==> src/rtl/ext_irq_map.vh <==
// constants for the external interrupt and wake logic
// assumes a 10 MHz state clock; included by the design files
`ifndef EXT_IRQ_MAP_VH
`define EXT_IRQ_MAP_VH

// ----------------------------------------
// waveform protect control fields
// ----------------------------------------
`define WPC_WIDTH        2
`define WPC_LEVEL_BIT    0
`define WPC_FALLING_BIT  1
`define WPC_RESET        2'h0

// ----------------------------------------
// timing
// ----------------------------------------
`define CLK_PERIOD_NS    100
`define WAKE_MIN_NS      50
// least time rounds up, never below one cycle
`define WAKE_CYCLES_RAW  ((`WAKE_MIN_NS + `CLK_PERIOD_NS - 1) / `CLK_PERIOD_NS)
`define WAKE_CYCLES      ((`WAKE_CYCLES_RAW < 1) ? 1 : `WAKE_CYCLES_RAW)
`define WAKE_CNT_W       4

// ----------------------------------------
// power modes (one-hot)
// ----------------------------------------
`define PM_NORMAL        3'h1
`define PM_IDLE          3'h2
`define PM_POWERDOWN     3'h4

`endif

==> src/rtl/edge_sync.v <==
// two-stage synchroniser with registered previous sample and edge pulses
// assumes the input is sampled on sys_clk
`timescale 1ns/1ps
module edge_sync (
  input  wire sys_clk,
  input  wire rst_n,
  input  wire pin,
  output reg  level,
  output wire rise,
  output wire fall
);
  reg meta;
  reg prev;

  always @(posedge sys_clk) begin
    if (!rst_n) begin
      meta  <= 1'b0;
      level <= 1'b0;
      prev  <= 1'b0;
    end else begin
      meta  <= pin;
      level <= meta;
      prev  <= level;
    end
  end

  // edges compare current and previous registered samples
  assign rise = level & ~prev;
  assign fall = ~level & prev;
endmodule

==> src/rtl/external_interrupt_wake_logic.v <==
// external interrupt, nonmaskable interrupt and power-mode wake logic
// assumes one 10 MHz state clock; cpu supplies mode requests and enables
//
// How it works
// - control bit selects edge-triggered or level-sampled external interrupt.
// - control bit selects rising/high or falling/low as active polarity.
// - powerdown exits when external input stays active at least 50 ns, enabled or not.
// - after that wake, service routine runs only if interrupt is enabled.
// - idle exits whenever any enabled interrupt request is pending.
// - each rising edge on the nmi input in normal mode raises a nonmaskable request.
// - nonmaskable request outranks every other request when selecting service.
`timescale 1ns/1ps
`include "ext_irq_map.vh"
module external_interrupt_wake_logic (
  input  wire                  sys_clk,
  input  wire                  rst_n,
  input  wire                  external_interrupt_pin,
  input  wire                  nmi_pin,
  input  wire [`WPC_WIDTH-1:0] waveform_protect_control,
  input  wire                  ext_irq_enable,
  input  wire                  other_irq_pending,
  input  wire                  idle_request,
  input  wire                  powerdown_request,
  input  wire                  ext_irq_ack,
  input  wire                  nmi_ack,
  output reg                   ext_irq_pending,
  output reg                   nmi_pending,
  output wire                  service_nmi,
  output wire                  service_ext,
  output wire                  service_other,
  output reg                   in_idle,
  output reg                   in_powerdown,
  output reg                   wake_event
);

  // ----------------------------------------
  // input synchronisation
  // ----------------------------------------
  wire ext_level;
  wire ext_rise;
  wire ext_fall;
  wire nmi_rise;

  edge_sync u_ext_sync (
    .sys_clk (sys_clk),
    .rst_n   (rst_n),
    .pin     (external_interrupt_pin),
    .level   (ext_level),
    .rise    (ext_rise),
    .fall    (ext_fall)
  );

  // an nmi pulse shorter than a state time may be missed entirely
  edge_sync u_nmi_sync (
    .sys_clk (sys_clk),
    .rst_n   (rst_n),
    .pin     (nmi_pin),
    .level   (),
    .rise    (nmi_rise),
    .fall    ()
  );

  // ----------------------------------------
  // external interrupt detection
  // ----------------------------------------
  // level mode re-arms each cycle the input stays active, so ack only sticks once it drops
  wire use_level   = waveform_protect_control[`WPC_LEVEL_BIT];
  wire use_falling = waveform_protect_control[`WPC_FALLING_BIT];
  wire ext_active  = use_falling ? ~ext_level : ext_level;
  wire ext_edge    = use_falling ? ext_fall : ext_rise;
  wire ext_event   = use_level ? ext_active : ext_edge;

  // ----------------------------------------
  // power mode state
  // ----------------------------------------
  // one-hot codes; a stray code falls into the default branch and recovers
  localparam [2:0] NORMAL    = `PM_NORMAL;
  localparam [2:0] IDLE      = `PM_IDLE;
  localparam [2:0] POWERDOWN = `PM_POWERDOWN;

  reg  [2:0]             mode;
  reg  [2:0]             next_mode;
  reg  [`WAKE_CNT_W-1:0] wake_cnt;
  reg  [`WAKE_CNT_W-1:0] next_wake_cnt;
  wire                   wake_long;
  wire                   idle_wake;
  wire                   in_pd_mode;
  wire                   in_normal_mode;

  assign in_pd_mode     = (mode == POWERDOWN);
  assign in_normal_mode = (mode == NORMAL);

  // ----------------------------------------
  // powerdown wake timer
  // ----------------------------------------
  // active level counted while in powerdown; the clock is assumed kept running here
  always @* begin
    next_wake_cnt = wake_cnt;
    if (!in_pd_mode || !ext_active)
      next_wake_cnt = {`WAKE_CNT_W{1'b0}};
    else if (!wake_long)
      next_wake_cnt = wake_cnt + {{(`WAKE_CNT_W-1){1'b0}}, 1'b1};
  end

  always @(posedge sys_clk) begin
    if (!rst_n) begin
      wake_cnt <= {`WAKE_CNT_W{1'b0}};
    end else begin
      wake_cnt <= next_wake_cnt;
    end
  end

  // the count stops at the limit, so a long hold cannot wrap and lose the wake
  assign wake_long = (wake_cnt >= (`WAKE_CYCLES - 1)) && ext_active;

  // ----------------------------------------
  // mode sequencing
  // ----------------------------------------
  assign idle_wake = (ext_irq_pending & ext_irq_enable) | nmi_pending
                   | other_irq_pending;

  always @* begin
    next_mode = mode;
    case (mode)
      NORMAL: begin
        // powerdown wins when both are asked for in one cycle
        if (powerdown_request)
          next_mode = POWERDOWN;
        else if (idle_request)
          next_mode = IDLE;
      end
      IDLE: begin
        if (idle_wake)
          next_mode = NORMAL;
      end
      POWERDOWN: begin
        if (wake_long)
          next_mode = NORMAL;
      end
      default: next_mode = NORMAL;
    endcase
  end

  always @(posedge sys_clk) begin
    if (!rst_n) begin
      mode <= NORMAL;
    end else begin
      mode <= next_mode;
    end
  end

  // ----------------------------------------
  // mode flags and wake pulse
  // ----------------------------------------
  // flags follow next_mode so they change on the same edge as the state
  always @(posedge sys_clk) begin
    if (!rst_n) begin
      in_idle      <= 1'b0;
      in_powerdown <= 1'b0;
      wake_event   <= 1'b0;
    end else begin
      in_idle      <= (next_mode == IDLE);
      in_powerdown <= (next_mode == POWERDOWN);
      wake_event   <= !in_normal_mode && (next_mode == NORMAL);
    end
  end

  // ----------------------------------------
  // external interrupt request
  // ----------------------------------------
  // the powerdown wake latches a request only when enabled, so a disabled
  // wake resumes at the next instruction instead of a service routine
  wire ext_set = in_pd_mode ? (wake_long & ext_irq_enable)
                            : ext_event;
  reg  next_ext_irq_pending;

  // set wins over acknowledge in the same cycle
  always @* begin
    next_ext_irq_pending = ext_irq_pending;
    if (ext_set)
      next_ext_irq_pending = 1'b1;
    else if (ext_irq_ack)
      next_ext_irq_pending = 1'b0;
  end

  always @(posedge sys_clk) begin
    if (!rst_n) begin
      ext_irq_pending <= 1'b0;
    end else begin
      ext_irq_pending <= next_ext_irq_pending;
    end
  end

  // ----------------------------------------
  // nonmaskable request
  // ----------------------------------------
  // edges seen outside normal mode are dropped, not held for later
  wire nmi_set = nmi_rise & in_normal_mode;
  reg  next_nmi_pending;

  always @* begin
    next_nmi_pending = nmi_pending;
    if (nmi_set)
      next_nmi_pending = 1'b1;
    else if (nmi_ack)
      next_nmi_pending = 1'b0;
  end

  always @(posedge sys_clk) begin
    if (!rst_n) begin
      nmi_pending <= 1'b0;
    end else begin
      nmi_pending <= next_nmi_pending;
    end
  end

  // ----------------------------------------
  // service selection
  // ----------------------------------------
  // fixed priority: nmi, then the external input, then everything else
  assign service_nmi   = nmi_pending;
  assign service_ext   = ~nmi_pending & ext_irq_pending & ext_irq_enable;
  assign service_other = ~nmi_pending & ~service_ext & other_irq_pending;
endmodule

==> config.mk <==
export PLATFORM = sky130hd
export DESIGN_NAME = external_interrupt_wake_logic
export DESIGN_NICKNAME = d
export VERILOG_FILES = /design/src/rtl/edge_sync.v /design/src/rtl/external_interrupt_wake_logic.v
export VERILOG_INCLUDE_DIRS = /design/src /design/src/rtl
export SDC_FILE = /design/constraint.sdc
export NUM_CORES = 1
export LEC_CHECK = 0
export ABC_AREA = 1
export CAP_MARGIN = 20
export CORE_MARGIN = 2
export CORE_UTILIZATION = 40
export DETAILED_ROUTE_END_ITERATION = 8
export DONT_BUFFER_PORTS = 1
export HOLD_SLACK_MARGIN = 0.06
export PLACE_DENSITY = 0.55
export SETUP_SLACK_MARGIN = 0.5
export SLEW_MARGIN = 5
export SYNTH_ARGS = -nofsm -noshare
export SYNTH_HDL_FRONTEND = slang
export SYNTH_SLANG_ARGS = --single-unit
==> constraint.sdc <==
create_clock -name sys_clk -period 0.8 [get_ports sys_clk]
set_input_delay 0.04 -clock sys_clk [delete_from_list [all_inputs] [get_ports sys_clk]]
set_output_delay 0.04 -clock sys_clk [all_outputs]
set_load 0.02 [all_outputs]
**After elaboration in Yosys (flattened, before gate mapping)**

Cells that the tools add are included.

- Register bits: 14
- Latch bits: 0
- RAM bits: 0
- Memory bits (read-only): 0
- Bits of input ports: 12
- Output and inout bits: 8
- Word-level logic and storage cells: 52
- Memories: 0

- Add/sub/neg operators: 0
- Multiply operators: 0
- Divide/modulo/power cells: 0
- $lt $le $gt $ge: 0
- Eq/ne operators: 6
- Shifts and indexed selects: 0
- Mux-type cells: 13
- Bitwise logic cells: 17
- Reductions and logical operators: 4

Operators with widths:

| operator | count |
|---|---|
| $mux 3 | 4 |
| $and 1x1->1 | 10 |
| $pmux 3 s3 | 1 |
| $mux 1 | 8 |
| $eq 3x1->1 const B | 2 |
| $eq 3x2->1 const B | 2 |
| $eq 3x3->1 const B | 2 |
| $not 1->1 | 5 |
| $reduce_bool 2->1 | 2 |
| $or 1x1->1 | 2 |
| $logic_and 1x1->1 | 1 |
| $logic_not 1->1 | 1 |

**Depth between registers and ports, before layout**

Gate-level depths: netlist of run 1.

- Word-level depth: 7
- Mapped depth: 7
- Mapped depth without buffers: 7

**Modules after synthesis**

Synthesis of run 1 repeated with hierarchy kept, for this count alone.

- Cell total of the unflattened synthesis: 90
- Area, all modules: 621.8 um^2

By module, submodules not included:

| module | times used | cells each | area an instance (um^2) | sequential area each (um^2) |
|---|---|---|---|---|
| external_interrupt_wake_logic | 1 | 64 | 421.7 | 160.2 |
| edge_sync | 2 | 13 | 100.1 | 60.1 |

**Worst setup path before layout of run 1**

Ideal clock, no wire load.

- Kind: flip-flop to flip-flop
- From: reg, netlist name nmi_pending
- To: reg nmi_pending
- Setup time: 0.070 ns
- Data arrival time: 0.932 ns
- Data required time: 0.730 ns
- Setup slack: -0.202 ns
- Stages on the path, launching flop included: 4
- Buffers on the path: 0
- Clock period less this slack: 1.002 ns
- Cells stage by stage: dfxtp_1 inv_1 or2_2 a21oi_1

RTL lines:

| what | RTL line | RTL |
|---|---|---|
| end signal: assignment | external_interrupt_wake_logic.v:213 | `nmi_pending <= next_nmi_pending;` |
| end: declaration | external_interrupt_wake_logic.v:27 | `output reg nmi_pending,` |

**Final worst setup path of run 1**

- From: reg ext_irq_pending
- To: out service_other

- Longest elaborated chain between the ends: 5

RTL lines:

| what | RTL line | RTL |
|---|---|---|
| start: declaration | external_interrupt_wake_logic.v:26 | `output reg ext_irq_pending,` |
| start signal: assignment | external_interrupt_wake_logic.v:190 | `ext_irq_pending <= next_ext_irq_pending;` |
| $and 1x1->1 (2 in series) | external_interrupt_wake_logic.v:222 | `assign service_ext = ~nmi_pending & ext_irq_pending & ext_irq_enable;` |
| $not 1->1 | external_interrupt_wake_logic.v:223 | `assign service_other = ~nmi_pending & ~service_ext & other_irq_pending;` |
| $and 1x1->1 (2 in series) | external_interrupt_wake_logic.v:223 |  |
| end: declaration | external_interrupt_wake_logic.v:30 | `output wire service_other,` |

No other way between the ends.

==> impl_results.md, run 1 <==
- Commonest non-fill, non-tap cell in the layout: nand2_1
- Slew HR: 0.8301
- Worst stage delay on the critical path: 360 ps
- Total power: between 0.0015 and 0.002 W
- Worst-case clock buffer depth: 2
- Yosys Warn Count: 0
- Initial core utilization: 0.4148
- Maxcap violations: 0
- Vias in the first global route: 509
- HPWL after DPL: 852 um
- Final ANT Viol Nets: 0
- Vias: 524
- Num CTS Buffers: 3
- Mapped Area: 603.1 um^2
- Die height: 42.83 um
- Yosys reg bits: 14
- Share of layout cells above drive strength 1: 0.5263
- HP Class: primary input to flip-flop
- Peak supply drop: ~0.86 mV
- Worst reg2reg endpoint: wake_event
- Die Width: 42.83 um
- Layout Skew: approximately 2.4 ps
- R2r setup slk: -170 ps
- Final Cycle Share: 1.319
- Worst R2R Start: mode[0]
- Layout area overhead: 46.27%
- Critical Path Slowest Stage Cell: dfxtp_4
- Ranking of synthesized cells by area: dfxtp_1 46%, nand2_1 14%, inv_1 11%, nor2_1 6.8%, a21oi_1 3.3%
- DRC Markers: 0
- First-pass detailed-route iteration total: 4
- Mapped Avg Cell Area: 6.932 um^2
- Worst endpoint required time: between 700 and 800 ps
- Failing checks: negative hold slack, negative setup slack
- Most frequent cells in the layout: 15 x nand2_1, 14 x inv_1, 8 x dfxtp_4, 7 x nand2_2, 6 x nor2_1
- # clock sinks: 14
- CP arrival: about 1000 ps
- Core box area: 1454 um^2
- Final hold slack: -176.8 ps
- Initial antenna violation count: 0
- Post-route cell area: 882.1 um^2
- Mapped Cells: 87
- Overall routing resource usage: 0.1435
- Die area: 1834 um^2
- DR iter-0 viols: 3
- Worst-path clk slew: approximately 80 ps
- Io pins: 20
- Largest net degree at the start of global routing: 9
- First-pass GRT wire length: 1945 um
- Drt wl/cell: between 10 and 15 um
- Post-synthesis sequential area ratio: 0.4647
- Worst path cell trace: nand2_4, buf_6, nand2_2, nor2_4
- N_diodes: 0
- Syn Nets: 99
- Power Dens Cells: 1815 nW/um^2
- GP Congestion: 0.7561
- Setup Fix Bufs, Post-CTS: 0
- Netlist cell types: 16
- Crit-path max FO: 2
- Fmax: 947.8 MHz
- Final Max Slew Viols: 0
- Post-layout util: 0.6067
- Setup TNS: -1524 ps
- Filler instances: 125
- Largest area contributor in the netlist: dfxtp_1
- Total wire length: roughly 1200 um
- RSZ-0062 raised after global routing: true
- # setup viols final: 13
- Worst-Margin Slew: 254.6 ps
- Dpl cell area: 710.7 um^2
- Kind of critical path: flip-flop to output pin
- Share of the synthesized area in the top cell type: 0.4647
- Min setup slack post-route: -255.1 ps
- Nets: 108
- Port Buffer Count: 0
- Critical path capture point type: output pin
- # H-tree levels: 1
- Row Count: 14
- Root Buffer: clkbuf_4
- Final hold vios: 12
- CTS tree: built
- Crit path to: service_other
- Fin crit period: roughly 1100 ps
- Worst Reg-to-Reg Cells: 5
- GRT overflow: 0
- Run status: finished with violations
- CP Launch Point: ext_irq_pending
- Vias/cell: 4.721
- Worst-skew pair later-pin latency: 280 ps
- Leak Pwr: about 0.42 nW
- Critical Path Start Type: flip-flop
[power by group]
group	switching, W	internal [W]	total [W]
registers	0.0000749	0.000754	0.000829
clock network	0.000220	0.000194	0.000413
logic	0.000211	0.000148	0.000359
[timing repair]
| action | in CTS | in global routing |
|---|---|---|
| hold endpoints to repair | 14 | 14 |
| pin swaps | 11 | 7 |
| gates resized for setup | 24 | 17 |
| setup endpoints to repair | 20 | 20 |
[final cells by class]
cell class | count | area (um^2) | share of cell area
Tap cell | 16 | 20.02 | 0.02270
Timing Repair Buffer | 6 | 67.56 | 0.07660
Clock buffer | 4 | 26.28 | 0.02979
Inverter | 20 | 90.09 | 0.1021
Sequential cell | 14 | 314.1 | 0.3560
Multi-Input combinational cell | 51 | 364.1 | 0.4128
[metal layers]
layer | up-vias | wire length, um | global-route usage
met2 | 18 | 616 | 0.2364
met3 | 4 | 67 | 0.03830
met5 | - | 0 | 0
met1 | 226 | 483 | 0.1575
met4 | 0 | 23 | 0.1000
li1 | 276 | - | -
[synth_stat cells (all sizes together)]
library cell,count
nand3b,1
o21ai,1
or2,1
dfxtp,14
a21oi,5
nor3,1
nand2,24
inv,20
buf,2
and2,1
nor2,11
nand3,6
[worst max-delay path: cells and delay by family, from the launching register on]
kind | cells | cell delay [ps]
AND/OR/NAND/NOR | 3 | 270
flip-flops | 1 | 360
buffers and inverters | 1 | 110
[sequential cells by signal (all words and copies together), names as in the netlist]
| name | cells |
|---|---|
| u_nmi_sync.meta | 1 |
| in_powerdown | 1 |
| nmi_pending | 1 |
| u_ext_sync.level | 1 |
| u_ext_sync.prev | 1 |
| u_nmi_sync.prev | 1 |
| in_idle | 1 |
| wake_event | 1 |
| u_ext_sync.meta | 1 |
| u_nmi_sync.level | 1 |
| ext_irq_pending | 1 |
| mode | 3 |
[worst min-delay path by stage]
| stage | from | end | cells past startpoint |
|---|---|---|---|
| CTS | rst_n | mode[0] | 1 |
| floorplan | external_interrupt_pin | u_ext_sync.meta | 2 |
| global placement | rst_n | mode[0] | 1 |
| detailed placement | rst_n | mode[0] | 1 |
| finish | rst_n | mode[0] | 1 |
| global route | rst_n | mode[0] | 1 |
[cell families after synthesis]
logic type | share of synthesized area
AND/OR/NAND/NOR | 0.3299
flip-flops | 0.4647
buffers and inverters | 0.1494
AO/OA/AOI/OAI | 0.05601
[stage by stage]
step | instances | worst slack, ps | hold WS [ps]
final | 111 | -255.1 | -176.8
after global routing | 111 | -287.9 | -178.8
after CTS | 111 | -277.1 | -181.3
after detailed placement | 107 | -163.3 | 112.2
after global placement | 107 | -153.3 | 113.8
after floorplan | 87 | -99.19 | 126.1
Note: power is estimated with default switching activity, not from simulation.
==> run 2: changes to the inputs <==
--- a/config.mk
+++ b/config.mk
@@ -14,7 +14,7 @@
 export DONT_BUFFER_PORTS = 1
 export HOLD_SLACK_MARGIN = 0.06
 export PLACE_DENSITY = 0.55
-export SETUP_SLACK_MARGIN = 0.5
+export SETUP_SLACK_MARGIN = 0.3
 export SLEW_MARGIN = 5
 export SYNTH_ARGS = -nofsm -noshare
 export SYNTH_HDL_FRONTEND = slang
==> run 2 against run 1 <==
The flow still finishes with violations (negative hold slack, negative setup slack). Global-route usage rose by 0.52 points. Maximum frequency up 1.9%. Worst setup slack improved by 20 ps. Power shrank 1.1%. Combinational power grew 3%. Clock power down 7.3%. Via count is 4.8% higher. Flip-flop and latch count unchanged. Cell area up 3.4%. Clock skew about the same. Largest cell class unchanged.
==> impl_results.md, run 2 (synthesized netlist as in run 1, its figures left out) <==
- Setup TNS: -1535 ps
- Maxcap violations: 0
- Placed cell count: 109
- Critical Path Start Type: flip-flop
- Io pins: 20
- Worst R2R Start: mode[0]
- Largest net degree at the start of global routing: 9
- Largest register by flop count: mode
- Commonest non-fill, non-tap cell in the layout: nand2_1
- Worst Reg-to-Reg Cells: 5
- Layout area overhead: 51.24%
- Nets: 113
- CP arrival: 1000 ps
- DR iter-0 viols: 6
- Initial antenna violation count: 0
- Worst-path clk slew: 80 ps
- GRT overflow: 0
- Final hold slack: -170.2 ps
- Crit-path max FO: 3
- Leak Pwr: 0.4277 nW
- Port Buffer Count: 0
- Final ANT Viol Nets: 0
- Fin crit period: 1035 ps
- Kind of critical path: flip-flop to output pin
- Die area: 1834 um^2
- R2r setup slk: -180 ps
- Die Width: around 43 um
- Hold buffers post-CTS: 2
- Worst reg2reg endpoint: wake_event
- Final Cycle Share: 1.294
- Slew HR: 0.8900
- Die height: 42.83 um
- Final Max Slew Viols: 0
- Total wire length: 1232 um
- Run status: finished with violations
- Number of cells in the finished layout apart from fillers: ~120
- Worst-case clock buffer depth: 2
- HPWL after DPL: 832.2 um
- Critical path capture point type: output pin
- Num CTS Buffers: 3
- CTS tree: built
- Dpl ws: -170.8 ps
- # clock sinks: 14
- Filler instances: ~130
- Worst-Margin Slew: 164.8 ps
- First-pass detailed-route iteration total: 4
- Hold Crit Start: rst_n
- RSZ-0062 raised after global routing: true
- Worst endpoint required time: about 760 ps
- Vias/cell: around 4.8
- Root Buffer: clkbuf_4
- Worst-skew pair later-pin latency: 280 ps
- Core box area: 1454 um^2
- Vias in the first global route: 501
- First-pass GRT wire length: around 2000 um
- Crit path to: service_ext
- Peak supply drop: 1.432 mV
- Vias: 549
- CP Launch Point: nmi_pending
- Share of layout cells above drive strength 1: 0.5354
- # H-tree levels: 1
- Failing checks: negative hold slack, negative setup slack
- N_diodes: 0
- Initial core utilization: 0.4148
- Layout Skew: 2.811 ps
- # setup viols final: 12
- Fmax: 965.7 MHz
- Most frequent cells in the layout: 16 x nand2_1, 14 x inv_1, 8 x dfxtp_4
- Drt wl/cell: 10.71 um
- GP Congestion: 0.7558
- Largest register FFs: 3
- Power Dens Cells: approximately 1700 nW/um^2
- DRC Markers: 0
- Overall routing resource usage: 0.1486
- HP Class: primary input to flip-flop
- Min setup slack post-route: -235.5 ps
- Final hold vios: 10
- Row Count: 14
[run 2: cell types whose count changed in the layout (fill, tap and decap cells not counted), sizes merged]
cell | before | now
buf | 6 | 9
dlygate4sd3 | 0 | 2
clkbuf | 4 | 3
[run 2: where the power goes]
group          internal, W  total (W)  leakage, nW  switching, W
combinational     0.000164   0.000370        0.293      0.000206
clock             0.000175   0.000383       0.0138      0.000209
sequential        0.000754   0.000831        0.121     0.0000766
total              0.00109    0.00158        0.428      0.000491
[run 2: worst max-delay path: stages (launching register included)]
cell     delay (ps)
dfxtp_4         350
buf_8           140
nor2_4          110
buf_6           120
[run 2: final cells by class]
cell class	instances	area [um^2]	share of cell area
sequential	14	314.1	0.3443
timing repair buffer	11	106.4	0.1166
multi-input combinational	51	361.6	0.3964
clock buffer	3	22.52	0.02469
tap	16	20.02	0.02195
inverter	20	87.58	0.09602
[run 2: layer usage]
| metal | share of wire | global-route usage | routed length [um] | up-vias |
|---|---|---|---|---|
| met3 | 0.060 | 0.03830 | 74 | 4 |
| met2 | 0.53 | 0.2364 | 648 | 20 |
| met5 | 0 | 0 | 0 | - |
| met1 | 0.39 | 0.1675 | 476 | 240 |
| met4 | 0.027 | 0.1125 | 33 | 0 |
| li1 | - | - | - | 285 |
[run 2: through the flow]
| step | utilization | power (W) | hold WS [ps] | area [um^2] |
|---|---|---|---|---|
| after global placement | 0.4897 | 0.001081 | 111.9 | 711.9 |
| after detailed placement | 0.4897 | 0.001082 | 118.9 | 711.9 |
| after global routing | 0.6274 | 0.001676 | -178.4 | 912.1 |
| after floorplan | - | 0.001027 | 137.6 | 646.9 |
| after CTS | 0.5792 | 0.001531 | -171.4 | 842.1 |
| final | 0.6274 | 0.001584 | -170.2 | 912.1 |
[run 2: how the worst min path moves through the flow]
stage	depth (start not counted)	slack, ps	to
after global routing	1	-180	mode[0]
final	1	-170	mode[0]
after floorplan	2	140	u_ext_sync.meta
after CTS	1	-170	mode[0]
after detailed placement	1	120	mode[0]
after global placement	1	110	mode[0]
[run 2: what timing repair did]
action,CTS,global route
setup buffers,1,0
endpoints found under the hold margin,14,12
endpoints found under the setup margin,17,19
resized for setup,25,21
pin swaps,10,9
